File: src/rtl/ucc_pkg.sv
// ucc_pkg: register map, field encodings and clock codes for the channel configuration block
// assumes a 32-bit axi4-lite slave with word-aligned registers
package ucc_pkg;
  localparam logic [7:0] ADDR_IMR    = 8'h00;
  localparam logic [7:0] ADDR_CTU    = 8'h04;
  localparam logic [7:0] ADDR_CTL    = 8'h08;
  localparam logic [7:0] ADDR_MRA    = 8'h0c;
  localparam logic [7:0] ADDR_MRB    = 8'h10;
  localparam logic [7:0] ADDR_CSA    = 8'h14;
  localparam logic [7:0] ADDR_CSB    = 8'h18;
  localparam logic [7:0] ADDR_ACR    = 8'h1c;
  localparam logic [7:0] ADDR_CMDA   = 8'h20;
  localparam logic [7:0] ADDR_CMDB   = 8'h24;
  localparam logic [7:0] ADDR_OPR    = 8'h28;
  localparam logic [7:0] ADDR_STAT   = 8'h2c;
  localparam logic [7:0] ADDR_CFGA   = 8'h30;
  localparam logic [7:0] ADDR_CFGB   = 8'h34;
  localparam logic [7:0] ADDR_ISR    = 8'h38;
  localparam logic [7:0] RST_BYTE    = 8'h00;
  localparam logic [2:0] CMD_SETPTR  = 3'h1;
  localparam logic [1:0] PAR_WITH    = 2'h0;
  localparam logic [1:0] PAR_FORCE   = 2'h1;
  localparam logic [1:0] PAR_NONE    = 2'h2;
  localparam logic [1:0] PAR_MDROP   = 2'h3;
  localparam logic [3:0] CLK_9600    = 4'hb;
  localparam logic [3:0] CLK_TIMER   = 4'hd;
  localparam logic [3:0] CLK_EXT16   = 4'he;
  localparam logic [3:0] CLK_EXT1    = 4'hf;
  localparam logic [1:0] RESP_OKAY   = 2'h0;
  localparam logic [1:0] RESP_SLVERR = 2'h2;
  typedef enum logic [3:0] {
    UCC_NORMAL = 4'b0001,
    UCC_ECHO   = 4'b0010,
    UCC_LLOOP  = 4'b0100,
    UCC_RLOOP  = 4'b1000
  } ucc_mode_t;
endpackage : ucc_pkg

File: src/rtl/ucc_top.sv
// ucc_top: per-channel mode, clock-select and pin routing logic for a two-channel uart
// assumes axi4-lite master on aclk; serial cores sit outside and use the decoded controls
`timescale 1ns/1ps
`default_nettype none
module ucc_top (
  input  wire logic        aclk,
  input  wire logic        aresetn,
  input  wire logic [7:0]  s_axi_awaddr,
  input  wire logic        s_axi_awvalid,
  output logic             s_axi_awready,
  input  wire logic [31:0] s_axi_wdata,
  input  wire logic [3:0]  s_axi_wstrb,
  input  wire logic        s_axi_wvalid,
  output logic             s_axi_wready,
  output logic [1:0]       s_axi_bresp,
  output logic             s_axi_bvalid,
  input  wire logic        s_axi_bready,
  input  wire logic [7:0]  s_axi_araddr,
  input  wire logic        s_axi_arvalid,
  output logic             s_axi_arready,
  output logic [31:0]      s_axi_rdata,
  output logic [1:0]       s_axi_rresp,
  output logic             s_axi_rvalid,
  input  wire logic        s_axi_rready,
  input  wire logic [1:0]  serial_in,
  output logic [1:0]       serial_out,
  input  wire logic [1:0]  clear_to_send_in,
  input  wire logic        input_pin_three,
  input  wire logic        input_pin_four,
  input  wire logic        input_pin_five,
  input  wire logic        input_pin_six,
  input  wire logic [1:0]  core_tx_line,
  input  wire logic [1:0]  core_tx_idle,
  input  wire logic [1:0]  core_tx_enabled,
  input  wire logic [1:0]  core_tx_ready,
  input  wire logic [1:0]  core_tx_empty,
  input  wire logic [1:0]  core_rx_stop_seen,
  input  wire logic [1:0]  core_bit_tick,
  input  wire logic [7:0]  int_status,
  output logic [1:0]       core_rx_line,
  output logic [1:0]       rx_use_tx_clk,
  output logic [1:0]       tx_use_rx_clk,
  output logic [1:0]       tx_write_block,
  output logic [1:0]       rx_to_cpu_en,
  output logic [1:0]       rx_check_en,
  output logic [1:0]       tx_ready_flag,
  output logic [1:0]       tx_empty_flag,
  output logic [1:0]       tx_send_ok,
  output logic [1:0]       parity_on,
  output logic [1:0]       multidrop,
  output logic [1:0]       parity_odd,
  output logic [3:0]       data_bits_a,
  output logic [3:0]       data_bits_b,
  output logic [4:0]       stop_len_a,
  output logic [4:0]       stop_len_b,
  output logic [4:0]       baud_sel_rx_a,
  output logic [4:0]       baud_sel_tx_a,
  output logic [4:0]       baud_sel_rx_b,
  output logic [4:0]       baud_sel_tx_b,
  output logic [3:0]       ext_clk_sel,
  output logic [3:0]       ext_clk_1x,
  output logic [1:0]       output_pin_zero,
  output logic             irq
);
  // write channel capture
  logic       aw_held_r, w_held_r, bvalid_r, rvalid_r, w_strb0_r;
  logic [7:0] awaddr_r;
  logic [31:0] wdata_r, rdata_r;
  logic [1:0] bresp_r, rresp_r;
  logic [7:0] imr_r, ctu_r, ctl_r, csa_r, csb_r, acr_r, opr_r;
  logic [7:0] mr1_r [2];
  logic [7:0] mr2_r [2];
  logic [1:0] ptr_r;
  logic [1:0] in_s1_r, in_s2_r, cts_s1_r, cts_s2_r;
  logic [3:0] ext_s1_r, ext_s2_r;
  logic [1:0] hold_echo_r, rts_arm_r, cts_ok_r, idle_d_r;

  assign s_axi_awready = !aw_held_r && !bvalid_r;
  assign s_axi_wready  = !w_held_r && !bvalid_r;
  wire       aw_fire = s_axi_awvalid && s_axi_awready;
  wire       w_fire  = s_axi_wvalid && s_axi_wready;
  wire       w_go    = (aw_held_r || aw_fire) && (w_held_r || w_fire) && !bvalid_r;
  wire [7:0] w_addr  = aw_held_r ? awaddr_r : s_axi_awaddr;
  wire [7:0] w_byte  = w_held_r ? wdata_r[7:0] : s_axi_wdata[7:0];
  wire       w_lane  = w_held_r ? w_strb0_r : s_axi_wstrb[0];
  wire       ar_fire = s_axi_arvalid && s_axi_arready;
  assign s_axi_arready = !rvalid_r;

  // register decode
  function automatic logic hit(input logic [7:0] a, input logic [7:0] r);
    hit = (a == r);
  endfunction
  wire w_mra = w_go && hit(w_addr, ucc_pkg::ADDR_MRA);
  wire w_mrb = w_go && hit(w_addr, ucc_pkg::ADDR_MRB);
  wire w_known = hit(w_addr, ucc_pkg::ADDR_IMR) || hit(w_addr, ucc_pkg::ADDR_CTU) ||
                 hit(w_addr, ucc_pkg::ADDR_CTL) || hit(w_addr, ucc_pkg::ADDR_MRA) ||
                 hit(w_addr, ucc_pkg::ADDR_MRB) || hit(w_addr, ucc_pkg::ADDR_CSA) ||
                 hit(w_addr, ucc_pkg::ADDR_CSB) || hit(w_addr, ucc_pkg::ADDR_ACR) ||
                 hit(w_addr, ucc_pkg::ADDR_CMDA) || hit(w_addr, ucc_pkg::ADDR_CMDB) ||
                 hit(w_addr, ucc_pkg::ADDR_OPR);
  wire r_mra = ar_fire && hit(s_axi_araddr, ucc_pkg::ADDR_MRA);
  wire r_mrb = ar_fire && hit(s_axi_araddr, ucc_pkg::ADDR_MRB);
  wire [1:0] mr_acc = {w_mrb || r_mrb, w_mra || r_mra};
  wire [1:0] setptr = {w_go && w_lane && hit(w_addr, ucc_pkg::ADDR_CMDB) && w_byte[6:4] == ucc_pkg::CMD_SETPTR,
                       w_go && w_lane && hit(w_addr, ucc_pkg::ADDR_CMDA) && w_byte[6:4] == ucc_pkg::CMD_SETPTR};

  always_ff @(posedge aclk)
  begin
    if (!aresetn)
    begin
      aw_held_r <= 1'b0;
      w_held_r  <= 1'b0;
      bvalid_r  <= 1'b0;
      bresp_r   <= ucc_pkg::RESP_OKAY;
      awaddr_r  <= 8'h00;
      wdata_r   <= 32'h0000_0000;
      w_strb0_r <= 1'b0;
    end
    else
    begin
      if (aw_fire && !w_go)
        awaddr_r <= s_axi_awaddr;
      if (w_fire && !w_go)
      begin
        wdata_r   <= s_axi_wdata;
        w_strb0_r <= s_axi_wstrb[0];
      end
      aw_held_r <= w_go ? 1'b0 : (aw_held_r || aw_fire);
      w_held_r  <= w_go ? 1'b0 : (w_held_r || w_fire);
      if (w_go)
      begin
        bvalid_r <= 1'b1;
        bresp_r  <= w_known ? ucc_pkg::RESP_OKAY : ucc_pkg::RESP_SLVERR;
      end
      else if (s_axi_bready)
        bvalid_r <= 1'b0;
    end
  end

  // configuration registers
  always_ff @(posedge aclk)
  begin
    if (!aresetn)
    begin
      imr_r <= ucc_pkg::RST_BYTE;
      ctu_r <= ucc_pkg::RST_BYTE;
      ctl_r <= ucc_pkg::RST_BYTE;
      csa_r <= ucc_pkg::RST_BYTE;
      csb_r <= ucc_pkg::RST_BYTE;
      acr_r <= ucc_pkg::RST_BYTE;
    end
    else if (w_go && w_lane)
    begin
      if (hit(w_addr, ucc_pkg::ADDR_IMR))
        imr_r <= w_byte;
      else if (hit(w_addr, ucc_pkg::ADDR_CTU))
        ctu_r <= w_byte;
      else if (hit(w_addr, ucc_pkg::ADDR_CTL))
        ctl_r <= w_byte;
      else if (hit(w_addr, ucc_pkg::ADDR_CSA))
        csa_r <= w_byte;
      else if (hit(w_addr, ucc_pkg::ADDR_CSB))
        csb_r <= w_byte;
      else if (hit(w_addr, ucc_pkg::ADDR_ACR))
        acr_r <= w_byte;
    end
  end

  // input synchronisers
  always_ff @(posedge aclk)
  begin
    if (!aresetn)
    begin
      in_s1_r  <= 2'h3;
      in_s2_r  <= 2'h3;
      cts_s1_r <= 2'h3;
      cts_s2_r <= 2'h3;
      ext_s1_r <= 4'h0;
      ext_s2_r <= 4'h0;
    end
    else
    begin
      in_s1_r  <= serial_in;
      in_s2_r  <= in_s1_r;
      cts_s1_r <= clear_to_send_in;
      cts_s2_r <= cts_s1_r;
      ext_s1_r <= {input_pin_five, input_pin_six, input_pin_three, input_pin_four};
      ext_s2_r <= ext_s1_r;
    end
  end

  // baud select: {table set, 4-bit clock select code}
  function automatic logic [4:0] baud_code(input logic [3:0] c, input logic set2);
    baud_code = {set2, c};
  endfunction
  assign baud_sel_rx_a = baud_code(csa_r[7:4], acr_r[7]);
  assign baud_sel_tx_a = baud_code(csa_r[3:0], acr_r[7]);
  assign baud_sel_rx_b = baud_code(csb_r[7:4], acr_r[7]);
  assign baud_sel_tx_b = baud_code(csb_r[3:0], acr_r[7]);
  // ext order: rx a, tx a, rx b, tx b
  wire [15:0] codes = {csb_r[3:0], csb_r[7:4], csa_r[3:0], csa_r[7:4]};
  logic [1:0] opr_clr;

  genvar g;
  generate
    for (g = 0; g < 4; g++)
    begin : g_clk
      assign ext_clk_sel[g] = codes[4*g +: 4] == ucc_pkg::CLK_EXT16 ||
                              codes[4*g +: 4] == ucc_pkg::CLK_EXT1;
      assign ext_clk_1x[g] = codes[4*g +: 4] == ucc_pkg::CLK_EXT1;
    end
    for (g = 0; g < 2; g++)
    begin : g_ch
      ucc_pkg::ucc_mode_t mode;
      wire [7:0] m1 = mr1_r[g];
      wire [7:0] m2 = mr2_r[g];
      always_comb
      begin
        case (m2[7:6])
          2'b01:   mode = ucc_pkg::UCC_ECHO;
          2'b10:   mode = ucc_pkg::UCC_LLOOP;
          2'b11:   mode = ucc_pkg::UCC_RLOOP;
          default: mode = ucc_pkg::UCC_NORMAL;
        endcase
      end
      wire rl_m   = mode == ucc_pkg::UCC_RLOOP;
      wire echo_m = mode == ucc_pkg::UCC_ECHO || (hold_echo_r[g] && core_tx_enabled[g] && !rl_m);
      wire ll_m   = mode == ucc_pkg::UCC_LLOOP;
      wire resend = echo_m || rl_m;
      // stop just sampled in echo or remote loop keeps echo, while the transmitter is enabled, until the next bit tick
      always_ff @(posedge aclk)
      begin
        if (!aresetn)
          hold_echo_r[g] <= 1'b0;
        else if ((mode == ucc_pkg::UCC_ECHO || rl_m) && core_rx_stop_seen[g])
          hold_echo_r[g] <= 1'b1;
        else if (core_bit_tick[g])
          hold_echo_r[g] <= 1'b0;
      end
      assign serial_out[g]    = ll_m ? 1'b1 : (resend ? in_s2_r[g] : core_tx_line[g]);
      assign core_rx_line[g]  = ll_m ? core_tx_line[g] : in_s2_r[g];
      assign rx_use_tx_clk[g] = ll_m;
      assign tx_use_rx_clk[g] = resend;
      assign tx_write_block[g] = echo_m;
      assign tx_ready_flag[g] = !echo_m && core_tx_ready[g];
      assign tx_empty_flag[g] = !echo_m && core_tx_empty[g];
      assign rx_to_cpu_en[g]  = !rl_m;
      assign rx_check_en[g]   = !rl_m;
      assign parity_on[g]  = m1[4:3] == ucc_pkg::PAR_WITH || m1[4:3] == ucc_pkg::PAR_FORCE;
      assign multidrop[g]  = m1[4:3] == ucc_pkg::PAR_MDROP;
      assign parity_odd[g] = m1[2] && m1[4:3] != ucc_pkg::PAR_NONE;
      // clear-to-send latched while idle, held through a character
      always_ff @(posedge aclk)
      begin
        if (!aresetn)
          cts_ok_r[g] <= 1'b0;
        else if (core_tx_idle[g])
          cts_ok_r[g] <= !m2[4] || !cts_s2_r[g];
      end
      assign tx_send_ok[g] = cts_ok_r[g];
      // auto request-to-send release: one bit after drain with transmitter off
      always_ff @(posedge aclk)
      begin
        if (!aresetn)
        begin
          rts_arm_r[g] <= 1'b0;
          idle_d_r[g]  <= 1'b1;
        end
        else
        begin
          idle_d_r[g] <= core_tx_idle[g];
          if (!m2[5] || core_tx_enabled[g] || !core_tx_idle[g])
            rts_arm_r[g] <= 1'b0;
          else if (!idle_d_r[g])
            rts_arm_r[g] <= 1'b1;
        end
      end
      assign opr_clr[g] = rts_arm_r[g] && core_bit_tick[g];
    end
  endgenerate

  assign data_bits_a = 4'h5 + {2'b00, mr1_r[0][1:0]};
  assign data_bits_b = 4'h5 + {2'b00, mr1_r[1][1:0]};
  assign stop_len_a = ext_clk_1x[1] ? (mr2_r[0][3] ? 5'h10 : 5'h08) : {1'b0, mr2_r[0][3:0]} + 5'h01;
  assign stop_len_b = ext_clk_1x[3] ? (mr2_r[1][3] ? 5'h10 : 5'h08) : {1'b0, mr2_r[1][3:0]} + 5'h01;

  // mode registers and pointer
  always_ff @(posedge aclk)
  begin
    if (!aresetn)
    begin
      ptr_r <= 2'b00;
      opr_r <= ucc_pkg::RST_BYTE;
      for (int i = 0; i < 2; i++)
      begin
        mr1_r[i] <= ucc_pkg::RST_BYTE;
        mr2_r[i] <= ucc_pkg::RST_BYTE;
      end
    end
    else
    begin
      for (int i = 0; i < 2; i++)
      begin
        if (setptr[i])
          ptr_r[i] <= 1'b0;
        else if (mr_acc[i] && !ptr_r[i])
          ptr_r[i] <= 1'b1;
        if (((i == 0) ? w_mra : w_mrb) && w_lane)
        begin
          if (ptr_r[i])
            mr2_r[i] <= w_byte;
          else
            mr1_r[i] <= w_byte;
        end
      end
      if (w_go && w_lane && hit(w_addr, ucc_pkg::ADDR_OPR))
        opr_r <= w_byte;
      else
        opr_r <= opr_r & ~{6'h00, opr_clr};
    end
  end
  assign output_pin_zero = ~opr_r[1:0];

  // read path
  wire [7:0] rd_byte =
    hit(s_axi_araddr, ucc_pkg::ADDR_MRA)  ? (ptr_r[0] ? mr2_r[0] : mr1_r[0]) :
    hit(s_axi_araddr, ucc_pkg::ADDR_MRB)  ? (ptr_r[1] ? mr2_r[1] : mr1_r[1]) :
    hit(s_axi_araddr, ucc_pkg::ADDR_OPR)  ? opr_r :
    hit(s_axi_araddr, ucc_pkg::ADDR_ACR)  ? acr_r :
    hit(s_axi_araddr, ucc_pkg::ADDR_STAT) ? {ptr_r, tx_empty_flag, tx_ready_flag, cts_ok_r} :
    hit(s_axi_araddr, ucc_pkg::ADDR_ISR)  ? int_status : 8'h00;
  wire rd_known = hit(s_axi_araddr, ucc_pkg::ADDR_MRA) || hit(s_axi_araddr, ucc_pkg::ADDR_MRB) ||
                  hit(s_axi_araddr, ucc_pkg::ADDR_OPR) || hit(s_axi_araddr, ucc_pkg::ADDR_ACR) ||
                  hit(s_axi_araddr, ucc_pkg::ADDR_STAT) || hit(s_axi_araddr, ucc_pkg::ADDR_ISR);
  always_ff @(posedge aclk)
  begin
    if (!aresetn)
    begin
      rvalid_r <= 1'b0;
      rdata_r  <= 32'h0000_0000;
      rresp_r  <= ucc_pkg::RESP_OKAY;
    end
    else if (ar_fire)
    begin
      rvalid_r <= 1'b1;
      rdata_r  <= {24'h000000, rd_byte};
      rresp_r  <= rd_known ? ucc_pkg::RESP_OKAY : ucc_pkg::RESP_SLVERR;
    end
    else if (s_axi_rready)
      rvalid_r <= 1'b0;
  end
  assign s_axi_bvalid = bvalid_r;
  assign s_axi_bresp  = bresp_r;
  assign s_axi_rvalid = rvalid_r;
  assign s_axi_rdata  = rdata_r;
  assign s_axi_rresp  = rresp_r;
  assign irq = |(int_status & imr_r);
endmodule // ucc_top
`default_nettype wire

File: config.mk
export PLATFORM = sky130hd
export DESIGN_NAME = ucc_top
export DESIGN_NICKNAME = d
export VERILOG_FILES = /design/src/rtl/ucc_pkg.sv /design/src/rtl/ucc_top.sv
export SDC_FILE = /design/constraint.sdc
export NUM_CORES = 1
export LEC_CHECK = 0
export ABC_AREA = 1
export BUFFER_PORTS_ARGS = -buffer_cell sky130_fd_sc_hd__buf_2
export CAP_MARGIN = 40
export CORE_UTILIZATION = 45
export DETAILED_ROUTE_END_ITERATION = 6
export PLACE_DENSITY = 0.76
export SKIP_CTS_REPAIR_TIMING = 1
export SLEW_MARGIN = 20
export SYNTH_ARGS = -nofsm -noshare
export SYNTH_HDL_FRONTEND = slang
export SYNTH_SLANG_ARGS = --single-unit
File: constraint.sdc
create_clock -name aclk -period 4.1 [get_ports aclk]
set_clock_uncertainty 0.15 [all_clocks]
set_input_delay 0.615 -clock aclk [delete_from_list [all_inputs] [get_ports aclk]]
set_output_delay 0.615 -clock aclk [all_outputs]
set_load 0.02 [all_outputs]
==> results.md <==
* Seq cells post-synth at 121
* Critical Path Max Stage Delay at 0.60 ns
* GRT overflow at 0
* Yosys warnings at 0
* Worst Path Required at 4.01 ns
* Top Metal Used: met4
* Mapped cell area at 6150 um2
* Total CTS buffers at 17
* Startpoint types: flop
* Post-route ant nets at 0
* Critical Path End Type: flop
* Clock Path Buffers at 2
* Gate power share at 0.128
* Slew headroom at 0.456
* Critical path, cell by cell: o21ai_1 -> a21oi_4 -> nand2_2 -> clkinv_2 -> nand4_4 -> nand2_1
* RR Startpoint: aw_held_r
* Slowest CP cell: dfxtp_1
* Global-route wire length before repair at 25800 um
* Initial Util at 0.463
* Final setup viols at 0
* Worst path bufs/invs at 1
* Worst r2r dst: mr1_r[0][8]
* DRC viols at 0
* Total Wirelength at 16400 um
* H-Tree Depth at 4
* Cell count of the worst reg-to-reg path at 6
* WL/cell at 14.4 um
* Initial antenna violation count at 0
* Period Utilization, post-route at 0.644
* Slew Limit Fails at 0
* CTS tree: built
* Max Clk Rate at 379 MHz
* Synthesized area per cell at 7.55 um2
* Vias/cell at 5.10
* Met2 wire length at 7350 um
* Main synth FF type: dfxtp_1
* M1 WL at 7010 um
* Worst Setup SP: aw_held_r
* # fillers at 1265
* DR pass1 iterations at 5
* Routed vias at 5798
* Lkg Pwr at 3.39 nW
* TNS Setup at 0 ns
* Status: completed
* Vias in the first global route at 5091
* Final #Nets at 1041
* Pwr Density at 414 nW/um2
* Post-Syn Instances at 815
* Sink Count at 121
* Internal power at 2.25 mW
* Largest net degree at the start of global routing at 44
* EDFF count, synth at 32
* Met3 WL at 1440 um
* Diodes inserted at 0
* Post-layout min period at 2.64 ns
* Worst-Margin Slew at 0.815 ns
* Clk root buf: clkbuf_16
* Post-DP HPWL at 11800 um
* Worst-path clk slew at 0.05 ns
* Flop pwr share at 0.428
* 1st-iter DRT viols at 466
* Switch share at 0.263
* Worst path top cell family by delay: simple AND/OR/NAND/NOR gates
* Routability cong. at 0.881
* Max Cap Viol at 0
* Critical path arrival at 2.55 ns
* Layout cells sized above 1 at 0.226
* NetSw at 0.800 mW
* Die height at 119 um
* RSZ-0062 raised after global routing: no
* Crit Path Class: flop to flop
* Hold depth at 2
* Worst hold start: core_tx_enabled[0]
* Row cnt at 42
* Library cells used by synthesis at 44
* Hold endpoint: rts_arm_r[0]
* Clk pwr share at 0.443
* Max rail drop VDD at 0.317 mV
* Hold Violations, Final at 0
* Die Area at 14100 um2
* HP Class: primary input to flop
* # IOs at 205
* Core box area at 13300 um2
* Port Buffer Count at 147
* R2R Setup Slk at 1.46 ns
* Sequential element share of the synthesized area at 0.446
* Final Power at 3.05 mW
* Worst Path Max Fanout at 23
* Layout area overhead at 19.7%
* Die width at 119 um
* Ys async rst share at 0
* Latest clock arrival within the worst-skew pair at 0.42 ns
* Tot GR Track Use at 0.238
## routing by layer
metal	global-route usage	up-vias
met3	0.0546	45
met1	0.318	2612
met4	0.110	0
li1	-	2862
met2	0.363	279
met5	0	-
## registers in the layout (all words and copies together), names as in the netlist, 8 cells and up
| name | count |
|---|---|
| csa_r | 8 |
| acr_r | 8 |
| awaddr_r | 8 |
| mr2_r | 16 |
| opr_r | 8 |
| s_axi_rdata | 8 |
| csb_r | 8 |
| mr1_r | 16 |
| imr_r | 8 |
| wdata_r | 8 |
## power by group through the flow
stage                     sequential (mW)  combinational, mW  clock (mW)
after CTS                            1.30              0.386        1.36
after global routing                 1.31              0.430        1.43
final                                1.30              0.391        1.35
after floorplan                      1.33              0.283           0
after global placement               1.33              0.378           0
after detailed placement             1.33              0.384           0
## cell usage in the layout (no fill, tap or decap), drive strengths merged, types with 26 or more instances in the layout
master / n
edfxtp: 32
nand3: 50
buf: 149
nand2: 165
conb: 26
a21oi: 63
clkbuf: 28
o21ai: 69
nor2: 106
dfxtp: 89
inv: 97
## cell type report
| cell class | instances | area [um2] | share of cell area |
|---|---|---|---|
| inverter | 99 | 373 | 0.0506 |
| multi-input combinational | 560 | 2730 | 0.370 |
| sequential | 121 | 2740 | 0.372 |
| timing repair buffer | 149 | 771 | 0.105 |
| clock inverter | 4 | 45.0 | 0.00612 |
| clock buffer | 28 | 487 | 0.0661 |
| tap | 176 | 220 | 0.0299 |
## how the worst max path moves through the flow
stage                          to  cells after the start
floorplan           stop_len_a[3]                      5
global placement      mr1_r[0][8]                      7
detailed placement    mr1_r[0][8]                      7
CTS                   mr1_r[0][8]                      6
global route         mr1_r[0][15]                      6
finish                mr1_r[0][8]                      6
## worst reg2reg max path, cell delays in order (launching register included)
cell and delay [ns]:
dfxtp_1 0.60, o21ai_1 0.21, a21oi_4 0.26, nand2_2 0.13, clkinv_2 0.29, nand4_4 0.24, nand2_1 0.40
## stage by stage
stage               instance area (um2)   util  cells  setup slack, ns  hold WS (ns)
floorplan                          6250      -    840             1.86         0.240
global placement                   6800  0.511   1103             1.55         0.244
detailed placement                 6830  0.513   1104             1.54         0.248
CTS                                7360  0.553   1136             1.53         0.226
global route                       7360  0.554   1137             1.30         0.215
finish                             7360  0.554   1137             1.46         0.235
## cell usage after synthesis, drive strengths merged (3+ instances only)
cell / number / area (um2)
dfxtp: 89 / 1780
clkbuf: 15 / 56.3
a21oi: 63 / 327
inv: 97 / 364
nand3: 50 / 285
or2: 16 / 100
o21ai: 69 / 357
o21bai: 12 / 90.1
o211ai: 3 / 22.5
nand4: 15 / 115
ha: 4 / 50.1
and3: 3 / 18.8
buf: 45 / 348
nor3: 8 / 51.3
edfxtp: 32 / 961
nand2: 165 / 634
nor2: 106 / 425
a31oi: 4 / 25.0
## cells by family (layout without fill, tap and decap cells)
family,count (synthesis),count (layout),synth area share
AND/OR/NAND/NOR,367,367,0.269
AO/OA/AOI/OAI,159,159,0.144
buffers and inverters,159,280,0.126
flip-flops,121,121,0.446
adder cells (fa/ha/maj),4,4,0.00814
XOR/XNOR,2,2,0.00285
multiplexers,2,2,0.00325
other,1,26,0.000610
No activity file was read; power rests on OpenSTA's default activity.
